## src/include/bst_pkg.sv

```systemverilog
// shared types and constants for the boundary-scan test port
package bst_pkg;
	localparam int IR_W = 4;
	localparam int ID_W = 32;
	// instruction codes
	localparam logic [3:0] INS_EXTEST = 4'h0;
	localparam logic [3:0] INS_SAMPLE = 4'h1;
	localparam logic [3:0] INS_IDCODE = 4'h2;
	localparam logic [3:0] INS_FLOAT = 4'h3;
	localparam logic [3:0] INS_BYPASS = 4'hF;
	// identification field layout
	localparam int ID_FIXED_BIT = 0;
	localparam int ID_MAKER_LSB = 1;
	localparam int ID_MAKER_W = 11;
	localparam int ID_PART_LSB = 12;
	localparam int ID_PART_W = 16;
	localparam int ID_VER_LSB = 28;
	localparam int ID_VER_W = 4;
	// reset and capture values
	localparam logic [3:0] IR_RESET = 4'h2;
	localparam logic [1:0] IR_CAPTURE = 2'h1;
	localparam int RESET_ONES = 5;
	typedef enum logic [3:0] {
		ST_RESET, ST_IDLE, ST_SEL_DR, ST_CAP_DR, ST_SHIFT_DR, ST_EXIT1_DR, ST_PAUSE_DR, ST_EXIT2_DR,
		ST_UPD_DR, ST_SEL_IR, ST_CAP_IR, ST_SHIFT_IR, ST_EXIT1_IR, ST_PAUSE_IR, ST_EXIT2_IR, ST_UPD_IR
	} bst_state_t;
	// actions from the controller: reset is a level, the others last one cycle on the sampled clock rise
	typedef struct packed {
		logic reset;
		logic cap_dr;
		logic shift_dr;
		logic upd_dr;
		logic cap_ir;
		logic shift_ir;
		logic upd_ir;
	} bst_ctl_t;
	// selected test data register and output mode flags
	typedef struct packed {
		logic boundary;
		logic ident;
		logic bypass;
		logic extest;
		logic outputs_float;
	} bst_sel_t;
endpackage

```

## src/hw/bst_sync.sv

```systemverilog
// two-flop synchroniser for one pin
`timescale 1ns/10ps
module bst_sync #(
	parameter logic INIT = 1'b0
) (
	// clocking
	input wire logic clk,
	input wire logic rst,
	// data
	input wire logic d,
	output logic q
);
	logic meta;
	always_ff @(posedge clk or posedge rst) begin
		if (rst) begin
			meta <= INIT;
			q <= INIT;
		end else begin
			meta <= d;
			q <= meta;
		end
	end
endmodule

```

## src/hw/bst_shreg.sv

```systemverilog
// capture/shift/update register stage of a scan chain
`timescale 1ns/10ps
module bst_shreg #(
	parameter int W = 8
) (
	// clocking
	input wire logic clk,
	input wire logic rst,
	// control
	input wire logic capture,
	input wire logic shift,
	input wire logic update,
	// data
	input wire logic [W-1:0] par_in,
	input wire logic ser_in,
	output logic [W-1:0] shift_q,
	output logic [W-1:0] par_out
);
	logic [W-1:0] next_shift;
	assign next_shift = capture ? par_in : (shift ? {ser_in, shift_q[W-1:1]} : shift_q);
	always_ff @(posedge clk or posedge rst) begin
		if (rst) begin
			shift_q <= '0;
			par_out <= '0;
		end else begin
			shift_q <= next_shift;
			if (update) begin
				par_out <= shift_q;
			end
		end
	end
endmodule

```

## src/hw/bst_tap.sv

```systemverilog
// boundary-scan test access port: controller, instruction and data registers
`timescale 1ns/10ps
module bst_tap #(
	parameter int BSR_W = 8,
	parameter logic [10:0] MAKER_ID = 11'h055, // arbitrary value
	parameter logic [15:0] PART_ID = 16'h1234, // arbitrary value
	parameter logic [3:0] VERSION_ID = 4'h1 // arbitrary value
) (
	// system clock and reset
	input wire logic clk,
	input wire logic rst,
	// test port pins
	input wire logic test_clock_input,
	input wire logic test_mode_select,
	input wire logic test_data_in,
	input wire logic test_reset_n,
	output logic test_data_out,
	output logic test_data_out_oe,
	// boundary cells towards pins and core
	input wire logic [BSR_W-1:0] boundary_capture,
	output logic [BSR_W-1:0] boundary_drive,
	output logic boundary_extest,
	output logic outputs_float,
	// buffer gating and current instruction
	output logic port_was_reset,
	output logic [3:0] current_instruction
);
	logic tck_s;
	logic tms_s;
	logic tdi_s;
	logic trst_n_s;
	logic tck_d;
	logic tck_rise;
	logic tck_fall;
	bst_pkg::bst_state_t state;
	bst_pkg::bst_state_t next_state;
	bst_pkg::bst_ctl_t ctl;
	bst_pkg::bst_sel_t sel;
	logic [3:0] ir_shift;
	logic [3:0] ir_q;
	logic byp;
	logic [BSR_W-1:0] bsr_shift;
	logic [bst_pkg::ID_W-1:0] id_shift;
	logic [bst_pkg::ID_W-1:0] id_value;
	logic dr_bit;
	logic next_tdo;
	logic soft_reset;
	logic async_trst;
	logic [2:0] tms_ones;
	logic ones_full;
	logic fifth_one;
	// pins arrive on the link's own timing: two flops each
	// clock and test reset start high: no false rise or port reset after rst
	bst_sync #(.INIT(1'b1)) u_sync_tck (.clk(clk), .rst(rst), .d(test_clock_input), .q(tck_s));
	bst_sync u_sync_tms (.clk(clk), .rst(rst), .d(test_mode_select), .q(tms_s));
	bst_sync u_sync_tdi (.clk(clk), .rst(rst), .d(test_data_in), .q(tdi_s));
	bst_sync #(.INIT(1'b1)) u_sync_trst (.clk(clk), .rst(rst), .d(test_reset_n), .q(trst_n_s));
	always_ff @(posedge clk or posedge rst) begin
		if (rst) begin
			tck_d <= 1'b1;
		end else begin
			tck_d <= tck_s;
		end
	end
	assign tck_rise = tck_s & ~tck_d;
	assign tck_fall = ~tck_s & tck_d;
	// test reset pin is handled synchronously after the synchroniser
	assign async_trst = ~trst_n_s;
	assign soft_reset = async_trst;
	// controller transitions
	always_comb begin
		next_state = state;
		unique case (state)
			bst_pkg::ST_RESET: next_state = tms_s ? bst_pkg::ST_RESET : bst_pkg::ST_IDLE;
			bst_pkg::ST_IDLE: next_state = tms_s ? bst_pkg::ST_SEL_DR : bst_pkg::ST_IDLE;
			bst_pkg::ST_SEL_DR: next_state = tms_s ? bst_pkg::ST_SEL_IR : bst_pkg::ST_CAP_DR;
			bst_pkg::ST_CAP_DR: next_state = tms_s ? bst_pkg::ST_EXIT1_DR : bst_pkg::ST_SHIFT_DR;
			bst_pkg::ST_SHIFT_DR: next_state = tms_s ? bst_pkg::ST_EXIT1_DR : bst_pkg::ST_SHIFT_DR;
			bst_pkg::ST_EXIT1_DR: next_state = tms_s ? bst_pkg::ST_UPD_DR : bst_pkg::ST_PAUSE_DR;
			bst_pkg::ST_PAUSE_DR: next_state = tms_s ? bst_pkg::ST_EXIT2_DR : bst_pkg::ST_PAUSE_DR;
			bst_pkg::ST_EXIT2_DR: next_state = tms_s ? bst_pkg::ST_UPD_DR : bst_pkg::ST_SHIFT_DR;
			bst_pkg::ST_UPD_DR: next_state = tms_s ? bst_pkg::ST_SEL_DR : bst_pkg::ST_IDLE;
			bst_pkg::ST_SEL_IR: next_state = tms_s ? bst_pkg::ST_RESET : bst_pkg::ST_CAP_IR;
			bst_pkg::ST_CAP_IR: next_state = tms_s ? bst_pkg::ST_EXIT1_IR : bst_pkg::ST_SHIFT_IR;
			bst_pkg::ST_SHIFT_IR: next_state = tms_s ? bst_pkg::ST_EXIT1_IR : bst_pkg::ST_SHIFT_IR;
			bst_pkg::ST_EXIT1_IR: next_state = tms_s ? bst_pkg::ST_UPD_IR : bst_pkg::ST_PAUSE_IR;
			bst_pkg::ST_PAUSE_IR: next_state = tms_s ? bst_pkg::ST_EXIT2_IR : bst_pkg::ST_PAUSE_IR;
			bst_pkg::ST_EXIT2_IR: next_state = tms_s ? bst_pkg::ST_UPD_IR : bst_pkg::ST_SHIFT_IR;
			bst_pkg::ST_UPD_IR: next_state = tms_s ? bst_pkg::ST_SEL_DR : bst_pkg::ST_IDLE;
		endcase
	end
	// a state change only on a sampled clock rise, a test reset or rst
	always_ff @(posedge clk or posedge rst) begin
		if (rst) begin
			state <= bst_pkg::ST_RESET;
		end else if (soft_reset) begin
			state <= bst_pkg::ST_RESET;
		end else if (tck_rise) begin
			state <= next_state;
		end
	end
	// clocked actions happen on each rise taken while in the acting state
	assign ctl.reset = soft_reset | (state == bst_pkg::ST_RESET);
	assign ctl.cap_dr = tck_rise & (state == bst_pkg::ST_CAP_DR);
	assign ctl.shift_dr = tck_rise & (state == bst_pkg::ST_SHIFT_DR);
	assign ctl.upd_dr = tck_rise & (state == bst_pkg::ST_UPD_DR);
	assign ctl.cap_ir = tck_rise & (state == bst_pkg::ST_CAP_IR);
	assign ctl.shift_ir = tck_rise & (state == bst_pkg::ST_SHIFT_IR);
	assign ctl.upd_ir = tck_rise & (state == bst_pkg::ST_UPD_IR);
	// instruction register, LSB nearest the serial output
	always_ff @(posedge clk or posedge rst) begin
		if (rst) begin
			ir_shift <= '0;
			ir_q <= bst_pkg::IR_RESET;
		end else if (ctl.reset) begin
			ir_shift <= '0;
			ir_q <= bst_pkg::IR_RESET;
		end else begin
			if (ctl.cap_ir) begin
				ir_shift <= {2'h0, bst_pkg::IR_CAPTURE};
			end else if (ctl.shift_ir) begin
				ir_shift <= {tdi_s, ir_shift[3:1]};
			end
			if (ctl.upd_ir) begin
				ir_q <= ir_shift;
			end
		end
	end
	// decode; unknown codes fall to bypass
	assign sel.boundary = (ir_q == bst_pkg::INS_EXTEST) | (ir_q == bst_pkg::INS_SAMPLE);
	assign sel.ident = ir_q == bst_pkg::INS_IDCODE;
	assign sel.bypass = ~sel.boundary & ~sel.ident;
	assign sel.extest = ir_q == bst_pkg::INS_EXTEST;
	assign sel.outputs_float = ir_q == bst_pkg::INS_FLOAT;
	// bypass stage
	always_ff @(posedge clk or posedge rst) begin
		if (rst) begin
			byp <= 1'b0;
		end else if (sel.bypass & ctl.cap_dr) begin
			byp <= 1'b0;
		end else if (sel.bypass & ctl.shift_dr) begin
			byp <= tdi_s;
		end
	end
	// boundary register: only touched while selected, so others hold
	bst_shreg #(.W(BSR_W)) u_bsr (
		.clk(clk),
		.rst(rst),
		.capture(sel.boundary & ctl.cap_dr),
		.shift(sel.boundary & ctl.shift_dr),
		.update(sel.boundary & ctl.upd_dr),
		.par_in(boundary_capture),
		.ser_in(tdi_s),
		.shift_q(bsr_shift),
		.par_out(boundary_drive)
	);
	// identification register: capture loads the constant, no update
	assign id_value = {VERSION_ID, PART_ID, MAKER_ID, 1'b1};
	bst_shreg #(.W(bst_pkg::ID_W)) u_id (
		.clk(clk),
		.rst(rst),
		.capture(sel.ident & ctl.cap_dr),
		.shift(sel.ident & ctl.shift_dr),
		.update(1'b0),
		.par_in(id_value),
		.ser_in(tdi_s),
		.shift_q(id_shift),
		.par_out()
	);
	// common output mux, driven on the falling clock
	assign dr_bit = sel.boundary ? bsr_shift[0] : (sel.ident ? id_shift[0] : byp);
	assign next_tdo = (state == bst_pkg::ST_SHIFT_IR) ? ir_shift[0] : dr_bit;
	always_ff @(posedge clk or posedge rst) begin
		if (rst) begin
			test_data_out <= 1'b0;
			test_data_out_oe <= 1'b0;
		end else if (tck_fall) begin
			test_data_out <= next_tdo;
			test_data_out_oe <= (state == bst_pkg::ST_SHIFT_DR) | (state == bst_pkg::ST_SHIFT_IR);
		end
	end
	// run of mode-select ones; rst alone is not a port reset
	assign ones_full = tms_ones == 3'(bst_pkg::RESET_ONES);
	assign fifth_one = tck_rise & tms_s & (tms_ones == 3'(bst_pkg::RESET_ONES - 1));
	always_ff @(posedge clk or posedge rst) begin
		if (rst) begin
			tms_ones <= 3'h0;
		end else if (tck_rise & ~tms_s) begin
			tms_ones <= 3'h0;
		end else if (tck_rise & ~ones_full) begin
			tms_ones <= tms_ones + 3'h1;
		end
	end
	// buffer may run only once the port has seen reset
	always_ff @(posedge clk or posedge rst) begin
		if (rst) begin
			port_was_reset <= 1'b0;
		end else if (soft_reset | fifth_one) begin
			port_was_reset <= 1'b1;
		end
	end
	assign boundary_extest = sel.extest; // bypass leaves core path alone
	assign outputs_float = sel.outputs_float;
	assign current_instruction = ir_q;

	// checks
	int ones_cnt;
	always_ff @(posedge clk or posedge rst) begin
		if (rst) begin
			ones_cnt <= 0;
		end else if (tck_rise) begin
			ones_cnt <= tms_s ? ((ones_cnt < 7) ? ones_cnt + 1 : ones_cnt) : 0;
		end
	end
endmodule

```

## config.mk

```make
export PLATFORM = sky130hd
export DESIGN_NAME = bst_tap
export DESIGN_NICKNAME = d
export VERILOG_FILES = /design/src/include/bst_pkg.sv /design/src/hw/bst_sync.sv /design/src/hw/bst_shreg.sv /design/src/hw/bst_tap.sv
export SDC_FILE = /design/constraint.sdc
export NUM_CORES = 1
export LEC_CHECK = 0
export ABC_AREA = 0
export BUFFER_PORTS_ARGS = -buffer_cell sky130_fd_sc_hd__clkbuf_2
export CAP_MARGIN = 5
export CORE_MARGIN = 2
export CORE_UTILIZATION = 50
export CTS_CLUSTER_DIAMETER = 150
export DETAILED_ROUTE_END_ITERATION = 6
export PLACE_DENSITY = 0.78
export REMOVE_ABC_BUFFERS = 1
export SYNTH_ARGS = -nofsm -noshare
export SYNTH_HDL_FRONTEND = slang
export SYNTH_SLANG_ARGS = --single-unit
```

## constraint.sdc

```tcl
create_clock -name clk -period 3.85 [get_ports clk]
set_input_delay 0.77 -clock clk [delete_from_list [all_inputs] [get_ports clk]]
set_output_delay 0.77 -clock clk [all_outputs]
set_load 0.02 [all_outputs]
```

Yosys cells after proc, flatten, opt, wreduce, memory -nomap -nowiden. Cells that the tools add are included.

Bits in registers: 76. Bits in latches: 0. Bits in writable memories: 0. Bits in read-only memories: 0. Input bits: 14. Logic and storage cells: 115. Memories kept: 0.

Add/subtract/negate cells: 1. Multipliers: 0. Div/mod/pow operators: 0. Order comparisons: 0. Eq/ne operators: 21. Shift operators: 0. Muxes and demuxes: 31. Bitwise logic cells: 31. Reduce and logical (&&, ||, !) cells: 11.

Operators by type and width (count): $mux W32 (2); $pmux W4 S12 (1); $mux W4 (11); $eq A4 B4 Y1 const B (8); $and A1 B1 Y1 (20); $eq A4 B2 Y1 const B (4); $eq A4 B3 Y1 const B (4); $mux W8 (2); $mux W3 (4); $reduce_bool A2 Y1 (5); $eq A4 B1 Y1 const B (2); $logic_not A4 Y1 (2); $mux W1 (8); $not A1 Y1 (7); $eq A3 B3 Y1 const B (2); $mux W2 (3); $or A1 B1 Y1 (4); $reduce_or A2 Y1 (2); $add A3 B1 Y3 const B (1); $reduce_bool A3 Y1 (1); $reduce_or A3 Y1 (1); $ne A2 B2 Y1 const B (1).

Depth between registers and ports, before layout. Gate-level depths: netlist of the first run.

Depth after elaboration: 7. Gate-level depth with buffers: 6. Depth with buffers taken out: 5.

Modules after synthesis. A second synthesis of the first run with hierarchy kept.

Cells, all modules: 423. Area total of the unflattened synthesis: 5096.1 um2.

By module, submodules not included: bst_shreg (u_id) (instances 1, cells an instance 208, area each 2864.0 um2); bst_tap (instances 1, cells an instance 151, area each 1303.8 um2); bst_shreg (u_bsr) (instances 1, cells an instance 52, area each 708.2 um2); bst_sync (u_sync_tck ...) (instances 2, cells an instance 3, area each 56.3 um2); bst_sync (u_sync_tdi ...) (instances 2, cells an instance 3, area each 53.8 um2).

Least setup slack after synthesis of the first run. Ideal clock, no wire load.

Kind: flip-flop to output port. Start point: register ir_q[3] (netlist: current_instruction[3]). End point: output port boundary_extest. Data arrival time: 1214 ps. Setup slack: 1866 ps. Stages on the path, launching flop included: 3. Path buffers: 0. Cell sequence: dfrtp_1 > or3_1 > nor2_1.

Cells in the longest elaborated chain, start to end: 1.

RTL lines: start: declaration (line bst_tap.sv:40) `logic [3:0] ir_q;`; start signal: assignment (line bst_tap.sv:114) `ir_q <= bst_pkg::IR_RESET;`; start signal: assignment (line bst_tap.sv:117) `ir_q <= bst_pkg::IR_RESET;`; start signal: assignment (line bst_tap.sv:125) `ir_q <= ir_shift;`; $logic_not A4 Y1 (line bst_tap.sv:133) `assign sel.extest = ir_q == bst_pkg::INS_EXTEST;`; end: declaration (line bst_tap.sv:22) `output logic boundary_extest,`.

No other way between the ends.

Worst setup path after layout of the first run.
Start point: register state[0]. End point: register u_id.shift_q[21].

Cells in the longest elaborated chain, start to end: 4. Elaborated cells between the ends (all ways): 8. Classes of those cells: eq/ne: 2; mux: 1; bitwise: 4; reduce/logical: 1.

RTL lines: start: declaration (line bst_tap.sv:35) `bst_pkg::bst_state_t state;`; start signal: assignment (line bst_tap.sv:95) `state <= bst_pkg::ST_RESET;`; start signal: assignment (line bst_tap.sv:97) `state <= bst_pkg::ST_RESET;`; start signal: assignment (line bst_tap.sv:99) `state <= next_state;`; $eq A4 B2 Y1 / $eq A4 B3 Y1 (equally long branches) (line bst_tap.sv:104, bst_tap.sv:105); $and A1 B1 Y1, on equally long branches (line bst_tap.sv:104, bst_tap.sv:105); $and A1 B1 Y1, on equally long branches (line bst_tap.sv:162, bst_tap.sv:163); $mux W32 / $reduce_bool A2 Y1 (equally long branches); end signal: assignment (line bst_shreg.sv:26) `shift_q <= next_shift;`; end: declaration (line bst_shreg.sv:16) `output logic [W-1:0] shift_q,`.

Parallel ways exist; a longest one is shown, timed or not. A chain may end at the register's enable or synchronous reset.

==> summary.md, run 1 <==
The run finished with clean final reports. The logs give 0 for the number of inserted diodes and 0 for the number of antenna violations at the first check in global routing. OpenSTA, run right after detailed placement, puts the worst setup slack at 1.473 ns. The area of the die came out at 7634 um2. During I/O placement, the number of pins put on the boundary was 31.

The actual transition at the worst max-transition pin works out to 0.9301 ns. The global-route wire length before repair was 10.57 mm; the largest buffer count on any clock path was 2. The number of stages on the worst setup path was 4. dfrtp_1 takes more of the synthesized area than any other cell. The tree is rooted in a clkbuf_8. The portion of the clock cycle consumed by the worst path in the final layout was 62.49%.

The logs give 37.70% for the remaining max-slew budget at the tightest pin and 0 for the max-capacitance violation count. The internal power was 1.256 mW; the switching part of the total was 25.23%. In this run the cell area of the synthesized design comes to 3476 um2. Post-CTS timing repair inserted 0 buffers for setup.

The tools report the hold buffer count at cts as 0. The height of the die is 87.38 um. For the count of H-tree levels built during CTS, the log shows 3.

The primary flip-flop cell chosen by synthesis mapping was dfrtp_1. For the worst setup path, the data required time is 4.07 ns. Setup violations remaining at the end of the flow were counted as 0. The synthesized netlist contains 58 unique library cells.

Once detailed placement completed, the half-perimeter wirelength came to 4.086 mm. Summed over all layers, the global routing overflow is 0. The number of pins with negative max-slew slack in the final report was 0; the die span in x was 87.38 um.

The number of buffers inserted by port buffering was 30. The gate count after technology mapping was 336. For this run, the detailed router's first-pass iteration total came to 4.

VDD sags by at most 0.3465 mV. The tools report the reported leakage power as 1.774 nW. Yosys attributes the largest share of cell area to dfrtp_1, nand2_1, o21ai_0, dfstp_2, mux2_2.

Top cell family by delay on the critical path: compound AO/OA/AOI/OAI gates. The post-layout minimum cycle time was 2.406 ns. For this design, the sink count on the clock tree is 76. The kind of critical path was flop to flop. The peak fanout along the critical path works out to 46. Wires add up to 6.123 mm. By count the netlist is led by dfrtp_1, nand2_1, o21ai_0. Post-CTS repair changed the size of 0 cells. The tools report the number of hold-slack violations in the final timing report as 0. Power spread over the standard cell area amounts to 436.1 nW/um2. The region available for standard cell placement spans 6756 um2. Across all hold checks on the routed design, the worst slack comes to 0.3523 ns. The logs give 377 for the final net count and 0.7818 for the final estimated routing congestion in global placement. The site row count is 30, and the power share of the combinational group is 7.4%.

In this run the mean area of a mapped cell was 10.34 um2. In this run the biggest area consumer among cell types represents 50.40% of the synthesized area. The Yosys step of the flow raised 0 warnings. Entering global routing, the biggest net connects 47 pins.

Dividing the detail-routed wire length by the instance count gives 13.76 um. The worst hold path passes through 0 cells. The net switching power figure came out at 0.4238 mW. Among all stages on the critical path, the largest delay is contributed by dfrtp_1. STA classifies the critical path endpoint as a flop. The share of flip-flops with an asynchronous set or reset after synthesis was 100.0%; the first-iteration detailed-routing DRC count was 155. The critical path's largest stage delay was 0.83 ns. The number of global-route vias before repair came out at 2239. At the later pin of the worst-skew pair, clock insertion delay measures 0.36 ns. Global routing used 17.96% of the available tracks. Of the cells placed in the final design, the portion with a size suffix greater than 1 is 21.92%. For the share of the yosys chip area belonging to registers, the log shows 54.93%.

The critical path goes through nor3b_2 > o211ai_4 > buf_4 > o21ai_0. The relative contribution of the clock network to total power was 41.3%; the total via count in the routed design was 2424. After layout, the design draws a total of 1.680 mW. The path class of the lowest-slack min-delay path is flop to flop. The number of cells on the worst reg-to-reg path is 4.

Type of origin of the critical path: a flop. The detail route stage leaves a number of antenna-violating nets equal to 0. The run gives 51.44% as the starting utilization of the core area.

Data arrives at the worst endpoint at 2.63 ns. The power share of the sequential group was 51.3%. The post-detailed-route via-to-cell ratio came out at 5.447.

On the final layout, the worst clock skew is 0.01308 ns. Across all setup checks in the final design, the least slack found is 1.444 ns. Setup repair after global routing left no endpoint under its margin. TritonCTS built the clock tree.

Buffering stage count on the worst path with inverters included: 1. In this run, synthesis inferred 0 flip-flops with an integrated enable. The growth of design area from synthesis to finish is 10.83%.

The post-detailed-route DRC marker count is 0. In this run, CTS created clock tree buffers numbering 9. Based on the critical path, the design can be clocked at up to 415.7 MHz. The setup total negative slack is 0 ns. Synthesis inferred 76 register bits.

The clock input transition at the sequential cells of the worst setup and hold paths came out at 0.08 ns.
## area by class of cell
cell class | instances | area, um2
Fill cell | 551 | 2904
Sequential cell | 76 | 1909
Multi-Input combinational cell | 231 | 1408
Timing Repair Buffer | 33 | 172.7
Clock buffer | 9 | 123.9
Clock inverter | 7 | 105.1
Tap cell | 80 | 100.1
Inverter | 9 | 33.78
## metal layers
layer | share of wire (%) | GRT usage [%] | vias to the layer above
met5 | 0 | 0 | -
met2 | 47 | 26.93 | 62
met3 | 4.5 | 7.014 | 2
met1 | 49 | 24.37 | 1145
met4 | 0.39 | 5.035 | 0
li1 | - | - | 1215
## final timing paths
path	from	to	slack, ns
min in group asynchronous	rst	u_bsr.shift_q[6]$_DFFE_PP0P_	0.36
worst max register to register	state[0]$_DFFE_PP0P_	u_id.shift_q[21]$_DFFE_PP0P_	1.44
worst min register to register	u_sync_tms.meta$_DFF_PP0_	u_sync_tms.q$_DFF_PP0_	0.35
worst max-delay path	state[0]$_DFFE_PP0P_	u_id.shift_q[21]$_DFFE_PP0P_	1.44
worst min-delay path	u_sync_tms.meta$_DFF_PP0_	u_sync_tms.q$_DFF_PP0_	0.35
max in group asynchronous	rst	u_sync_tck.q$_DFF_PP1_	2.67
## flip-flops by register name, indices dropped and copies added (netlist names)
name / cells
u_sync_trst.meta: 1
u_bsr.par_out: 8
u_sync_tms.meta: 1
u_id.shift_q: 32
test_data_out_oe: 1
u_sync_tck.meta: 1
u_sync_tdi.meta: 1
ir_shift: 4
test_data_out: 1
tms_ones: 3
u_sync_tdi.q: 1
tck_d: 1
port_was_reset: 1
u_sync_trst.q: 1
byp: 1
u_sync_tms.q: 1
state: 4
u_sync_tck.q: 1
u_bsr.shift_q: 8
current_instruction: 4
## placed cells by master (no fill, tap or decap), types with 2 or more instances in the layout
cell type | synthesis | final
inv_6 | 0 | 3
ha_1 | 3 | 3
nor4_1 | 3 | 3
o21ai_0 | 43 | 43
nor3_1 | 5 | 5
mux2_2 | 10 | 10
nand2_1 | 70 | 70
inv_1 | 8 | 7
nand3_1 | 5 | 5
and3_1 | 2 | 2
nor3b_2 | 2 | 2
dfrtp_1 | 70 | 70
inv_2 | 1 | 2
a211oi_1 | 2 | 2
nor2b_1 | 3 | 3
a32o_1 | 2 | 2
o21ai_1 | 2 | 2
nand3b_1 | 2 | 2
clkbuf_8 | 0 | 9
or3_1 | 3 | 3
clkbuf_2 | 2 | 30
bufinv_16 | 0 | 2
dfstp_2 | 6 | 6
mux2i_1 | 11 | 11
nor2_1 | 19 | 19
buf_4 | 1 | 3
a21oi_1 | 12 | 12
o22ai_1 | 2 | 2
## metrics by stage
stage	cell area, um2	instances	utilization (%)
finish	3852	445	57.02
global route	3852	445	57.02
CTS	3852	445	57.02
detailed placement	3623	429	53.63
global placement	3623	429	53.63
floorplan	3351	316	-
## cells by family after synthesis
kind of cell / share of synthesized area (%)
simple gates: 18.00
xor+xnor: 0.2520
compound gates: 14.76
buf+inv: 4.572
mux: 6.408
fa+ha+maj: 1.080
flops: 54.93
## power groups by stage
stage	clock network, mW	logic, mW	registers (mW)
4_1_cts	0.718	0.127	0.861
3_5_place_dp	0	0.127	0.877
5_1_grt	0.757	0.141	0.867
3_3_place_gp	0	0.121	0.875
6_report	0.693	0.125	0.862
2_1_floorplan	0	0.0854	0.876
No activity file was read; power rests on OpenSTA's default activity.
==> inputs of run 2 (changes only) <==
ABC_AREA = 1   (was 0)
PLACE_DENSITY = 0.81   (was 0.78)
clock period = 2.1 ns   (was 3.85 ns; I/O delays follow)
==> summary.md, run 2 <==
Hold repair after CTS inserted 0 buffers. Clock skew on the completed layout was measured at 0.009789 ns. In this run the remaining antenna-violating nets after routing total 0. The number of storage elements in the synthesis netlist works out to 76. The start point of the critical path is current_instruction[3]$_DFFE_PP0P_. Data on the critical path arrives at its endpoint at 1.36 ns. The tools report the remaining max-slew budget at the tightest pin as 69.29%. The flow ran to the end, and the final reports show no timing, DRC or antenna violations.

The post-detailed-route DRC marker count is 0, and the worst-case setup margin in the final layout is 0.3250 ns. The worst slack after detailed placement came out at 0.4765 ns. On the worst path, the slowest cell contributes a delay of 0.42 ns.

The portion of the clock cycle consumed by the worst path in the final layout came out at 84.53%. Setup total negative slack on the finished layout was measured at 0 ns. The run gives 2541 as the total via count in the routed design. In this run the critical register-to-register path is launched from u_sync_tck.q$_DFF_PP1_. Setup slack on the worst reg-to-reg path comes out at 0.45 ns. The fraction of post-synthesis cell area in the top cell type by area was 52.49%.

The register with the most flip-flops in the layout has 32 of them. The number of cell instances on the worst register-to-register path was 5; the average wire length per cell after detail routing was 12.80 um. Cells with a size suffix above 1 make up 17.92% of the layout. The tools report the number of pins with negative max-slew slack in the final report as 0. Yosys instantiated no cell more often than nand2_1.

The post-layout minimum cycle time was 1.775 ns. The number of antenna violations at the first check in global routing is 0. The power share of the sequential group was 55.9%; the first-iteration detailed-routing DRC count was 138. The number of enable-type register cells in the synthesized netlist came out at 0. The slowest library cell on the worst path is dfrtp_1. Each instance of the synthesized netlist takes up on average 8.946 um2. The largest registers in the layout are u_id.shift_q: 32 flops, u_bsr.par_out: 8 flops, u_bsr.shift_q: 8 flops. The Yosys warning count is 0. The number of gates resized after CTS was 0.

The height of the die works out to 85.70 um. 0 antenna diodes ended up in the layout. The setup path with the least slack is of type flop to primary output. Global routing finished with a remaining overflow of 0.

Summed over all cells, the static leakage comes to 1.946 nW. Clock-pin slew was measured on the worst setup and hold paths at 0.08 ns. After synthesis, the most frequently instantiated cells are nand2_1, dfrtp_1, inv_1. The internal portion of the total power is 2.073 mW. The actual transition at the worst max-transition pin came out at 0.4599 ns. The run gives 47 as the largest net degree at the start of global routing. After the last flow step, the layout net total stands at 425.

In this run the horizontal extent of the chip is 85.70 um. The run gives 40.1% as the relative contribution of the clock network to total power. Endpoint of the worst-slack reg-to-reg timing path: u_bsr.shift_q[2]$_DFFE_PP0P_. After synthesis, the cell types taking the most area are dfrtp_1, nand2_1, inv_1, o21ai_0, dfstp_2.

Overall routing resource usage: 19.91%. For the worst-skew pair, the clock arrives at the later sink with an insertion delay of 0.35 ns. For the number of primary I/O pins, the log shows 31. Clock tree synthesis found a total of 76 sinks. The logs give 0 for the setup fix buffers added after clock tree synthesis and 2 for the largest buffer count on any clock path. In this run the power density over the cells is 720.7 nW/um2. Walking the worst path, the cells encountered are nor2_2 > inv_1 > nor3_1 > clkbuf_2. The net switching power figure is 0.6207 mW.

With fillers left out, the area of the finished cells amounts to 3737 um2. Number of hold-slack violations in the final timing report: 0. The critical path runs through a total of 4 cells. After layout, the design draws a total of 2.694 mW.

The path class of the tightest hold or removal check is primary input to async pin. The first global-routing pass estimated 11.46 mm of wire. Setup repair after global routing left no endpoint under its margin.

The starting utilization of the core area is 52.25%. In this run the worst setup path terminates at boundary_extest. Detailed placement ended at an HPWL of 4.379 mm. The congestion estimate from routability-driven global placement came to 0.9851. For the worst setup path, the data required time is 1.68 ns.

The standard cell core area is 6386 um2, and the switching part of the total is 23.05%. The area after detailed placement was 3545 um2. TritonCTS built the clock tree.

In this run the cell area of the synthesized design comes to 3337 um2. After detailed routing, the total wire length is 6.271 mm. Among cell families on the critical path, the largest total delay comes from flip-flops. Peak fanout along the critical path: 4. Clock tree synthesis selected as its root buffer the cell clkbuf_8. The library cell occupying the most area in the post-synthesis netlist was dfrtp_1.

The site row count came out at 29. Static timing analysis puts the maximum clock frequency at 563.4 MHz. Synthesis produced 373 cells. The share of the Yosys chip area taken by registers is 57.22%.

In the routed layout, each cell is associated on average with a via count of 5.186. Buffers inserted during clock tree synthesis total 9. The H-tree was split into 3 levels.

Setup violations remaining at the end of the flow were counted as 0. The commonest non-fill, non-tap cell in the layout is nand2_1. The area growth from synthesis to layout is 12.00%.

The primary flip-flop cell chosen by synthesis mapping is dfrtp_1. The worst-case IR drop observed on VDD is 0.6530 mV. The type of origin of the critical path is a flop.

Of all flip-flops after synthesis, the portion carrying an async set or reset was 100.0%. In the layout the commonest cells are nand2_1, dfrtp_1, inv_1, o21ai_0, clkbuf_2. The run gives 7344 um2 as the area of the die.

Counting flops per register, the top entry is u_id.shift_q. The buffering stage count on the worst path with inverters included works out to 2. The run gives 2478 as the number of global-route vias before repair.

The count of buffers added on input and output ports is 30. STA classifies the critical path endpoint as a primary output. The run gives 5 as the first-pass detailed-route iteration total. Max-capacitance violation count: 0. The run gives 29 as the count of different cell masters after synthesis. Of the total power, combinational logic draws 4.0%.
==> run 2: changes by cell type after synthesis, moves of 8 or more <==
cell      change
buf_2         -9
inv_1        +51
mux2_2       -10
mux2i_1      -11
nand2_1      +16
nand3_1       +8
o211ai_1      +8
o21ai_1      +11
o22ai_1      +16
==> run 2: cell families (layout without fill, tap and decap cells) <==
logic type                 count (synthesis)  after routing  synth area share (%)
buffers and inverters                     74            114                 9.561
AOI/OAI and AO/OA                         86             86                 14.44
and+or+nand+nor                          134            134                 17.66
DFF                                       76             76                 57.22
adders and majority gates                  3              3                 1.125
==> run 2: power by group through the flow <==
stage          registers, mW  clock network (mW)  logic [mW]
2_1_floorplan           1.53                   0      0.0677
3_3_place_gp            1.53                   0       0.107
3_5_place_dp            1.53                   0       0.110
4_1_cts                 1.51                1.11       0.110
5_1_grt                 1.51                1.18       0.126
6_report                1.51                1.08       0.108
==> run 2: worst register-to-register path: stages (launching register included) <==
cell      delay (ns)
dfstp_2         0.57
nand2_2         0.14
nor2_2          0.23
nand2_2         0.21
o211ai_1        0.26
o21ai_1         0.11
==> run 2: metal layers <==
layer / track usage (%) / vias to the layer above / wire [um]
li1: - / 1272 / -
met1: 27.45 / 1210 / 2949
met2: 29.69 / 51 / 2951
met3: 6.641 / 8 / 278
met4: 7.215 / 0 / 91
met5: 0 / - / 0
==> run 2: final cells by class <==
type	count	area, um2
sequential	76	1909
clock buffer	10	127.6
multi-input combinational	223	1109
clock inverter	6	65.06
fill	546	2649
tap	77	96.34
timing repair buffer	33	185.2
inverter	65	245.2
==> run 2: stage by stage <==
stage               utilization [%]  hold slack [ns]  cells
detailed placement            55.51           0.3355    474
global placement              55.51           0.3347    474
finish                        58.52          0.07010    490
global route                  58.52          0.08228    490
floorplan                         -           0.3312    364
CTS                           58.52          0.07818    490
==> run 2: worst min path at each step <==
| stage | to | slack [ns] | cells after the start |
|---|---|---|---|
| 6_report | byp$_DFFE_PP0P_ | 0.07 | 2 |
| 5_1_grt | tms_ones[0]$_DFFE_PP0P_ | 0.08 | 2 |
| 4_1_cts | u_sync_tms.q$_DFF_PP0_ | 0.08 | 2 |
| 3_5_place_dp | u_sync_tdi.q$_DFF_PP0_ | 0.34 | 0 |
| 3_3_place_gp | u_sync_tms.q$_DFF_PP0_ | 0.33 | 0 |
| 2_1_floorplan | u_sync_tdi.q$_DFF_PP0_ | 0.33 | 0 |
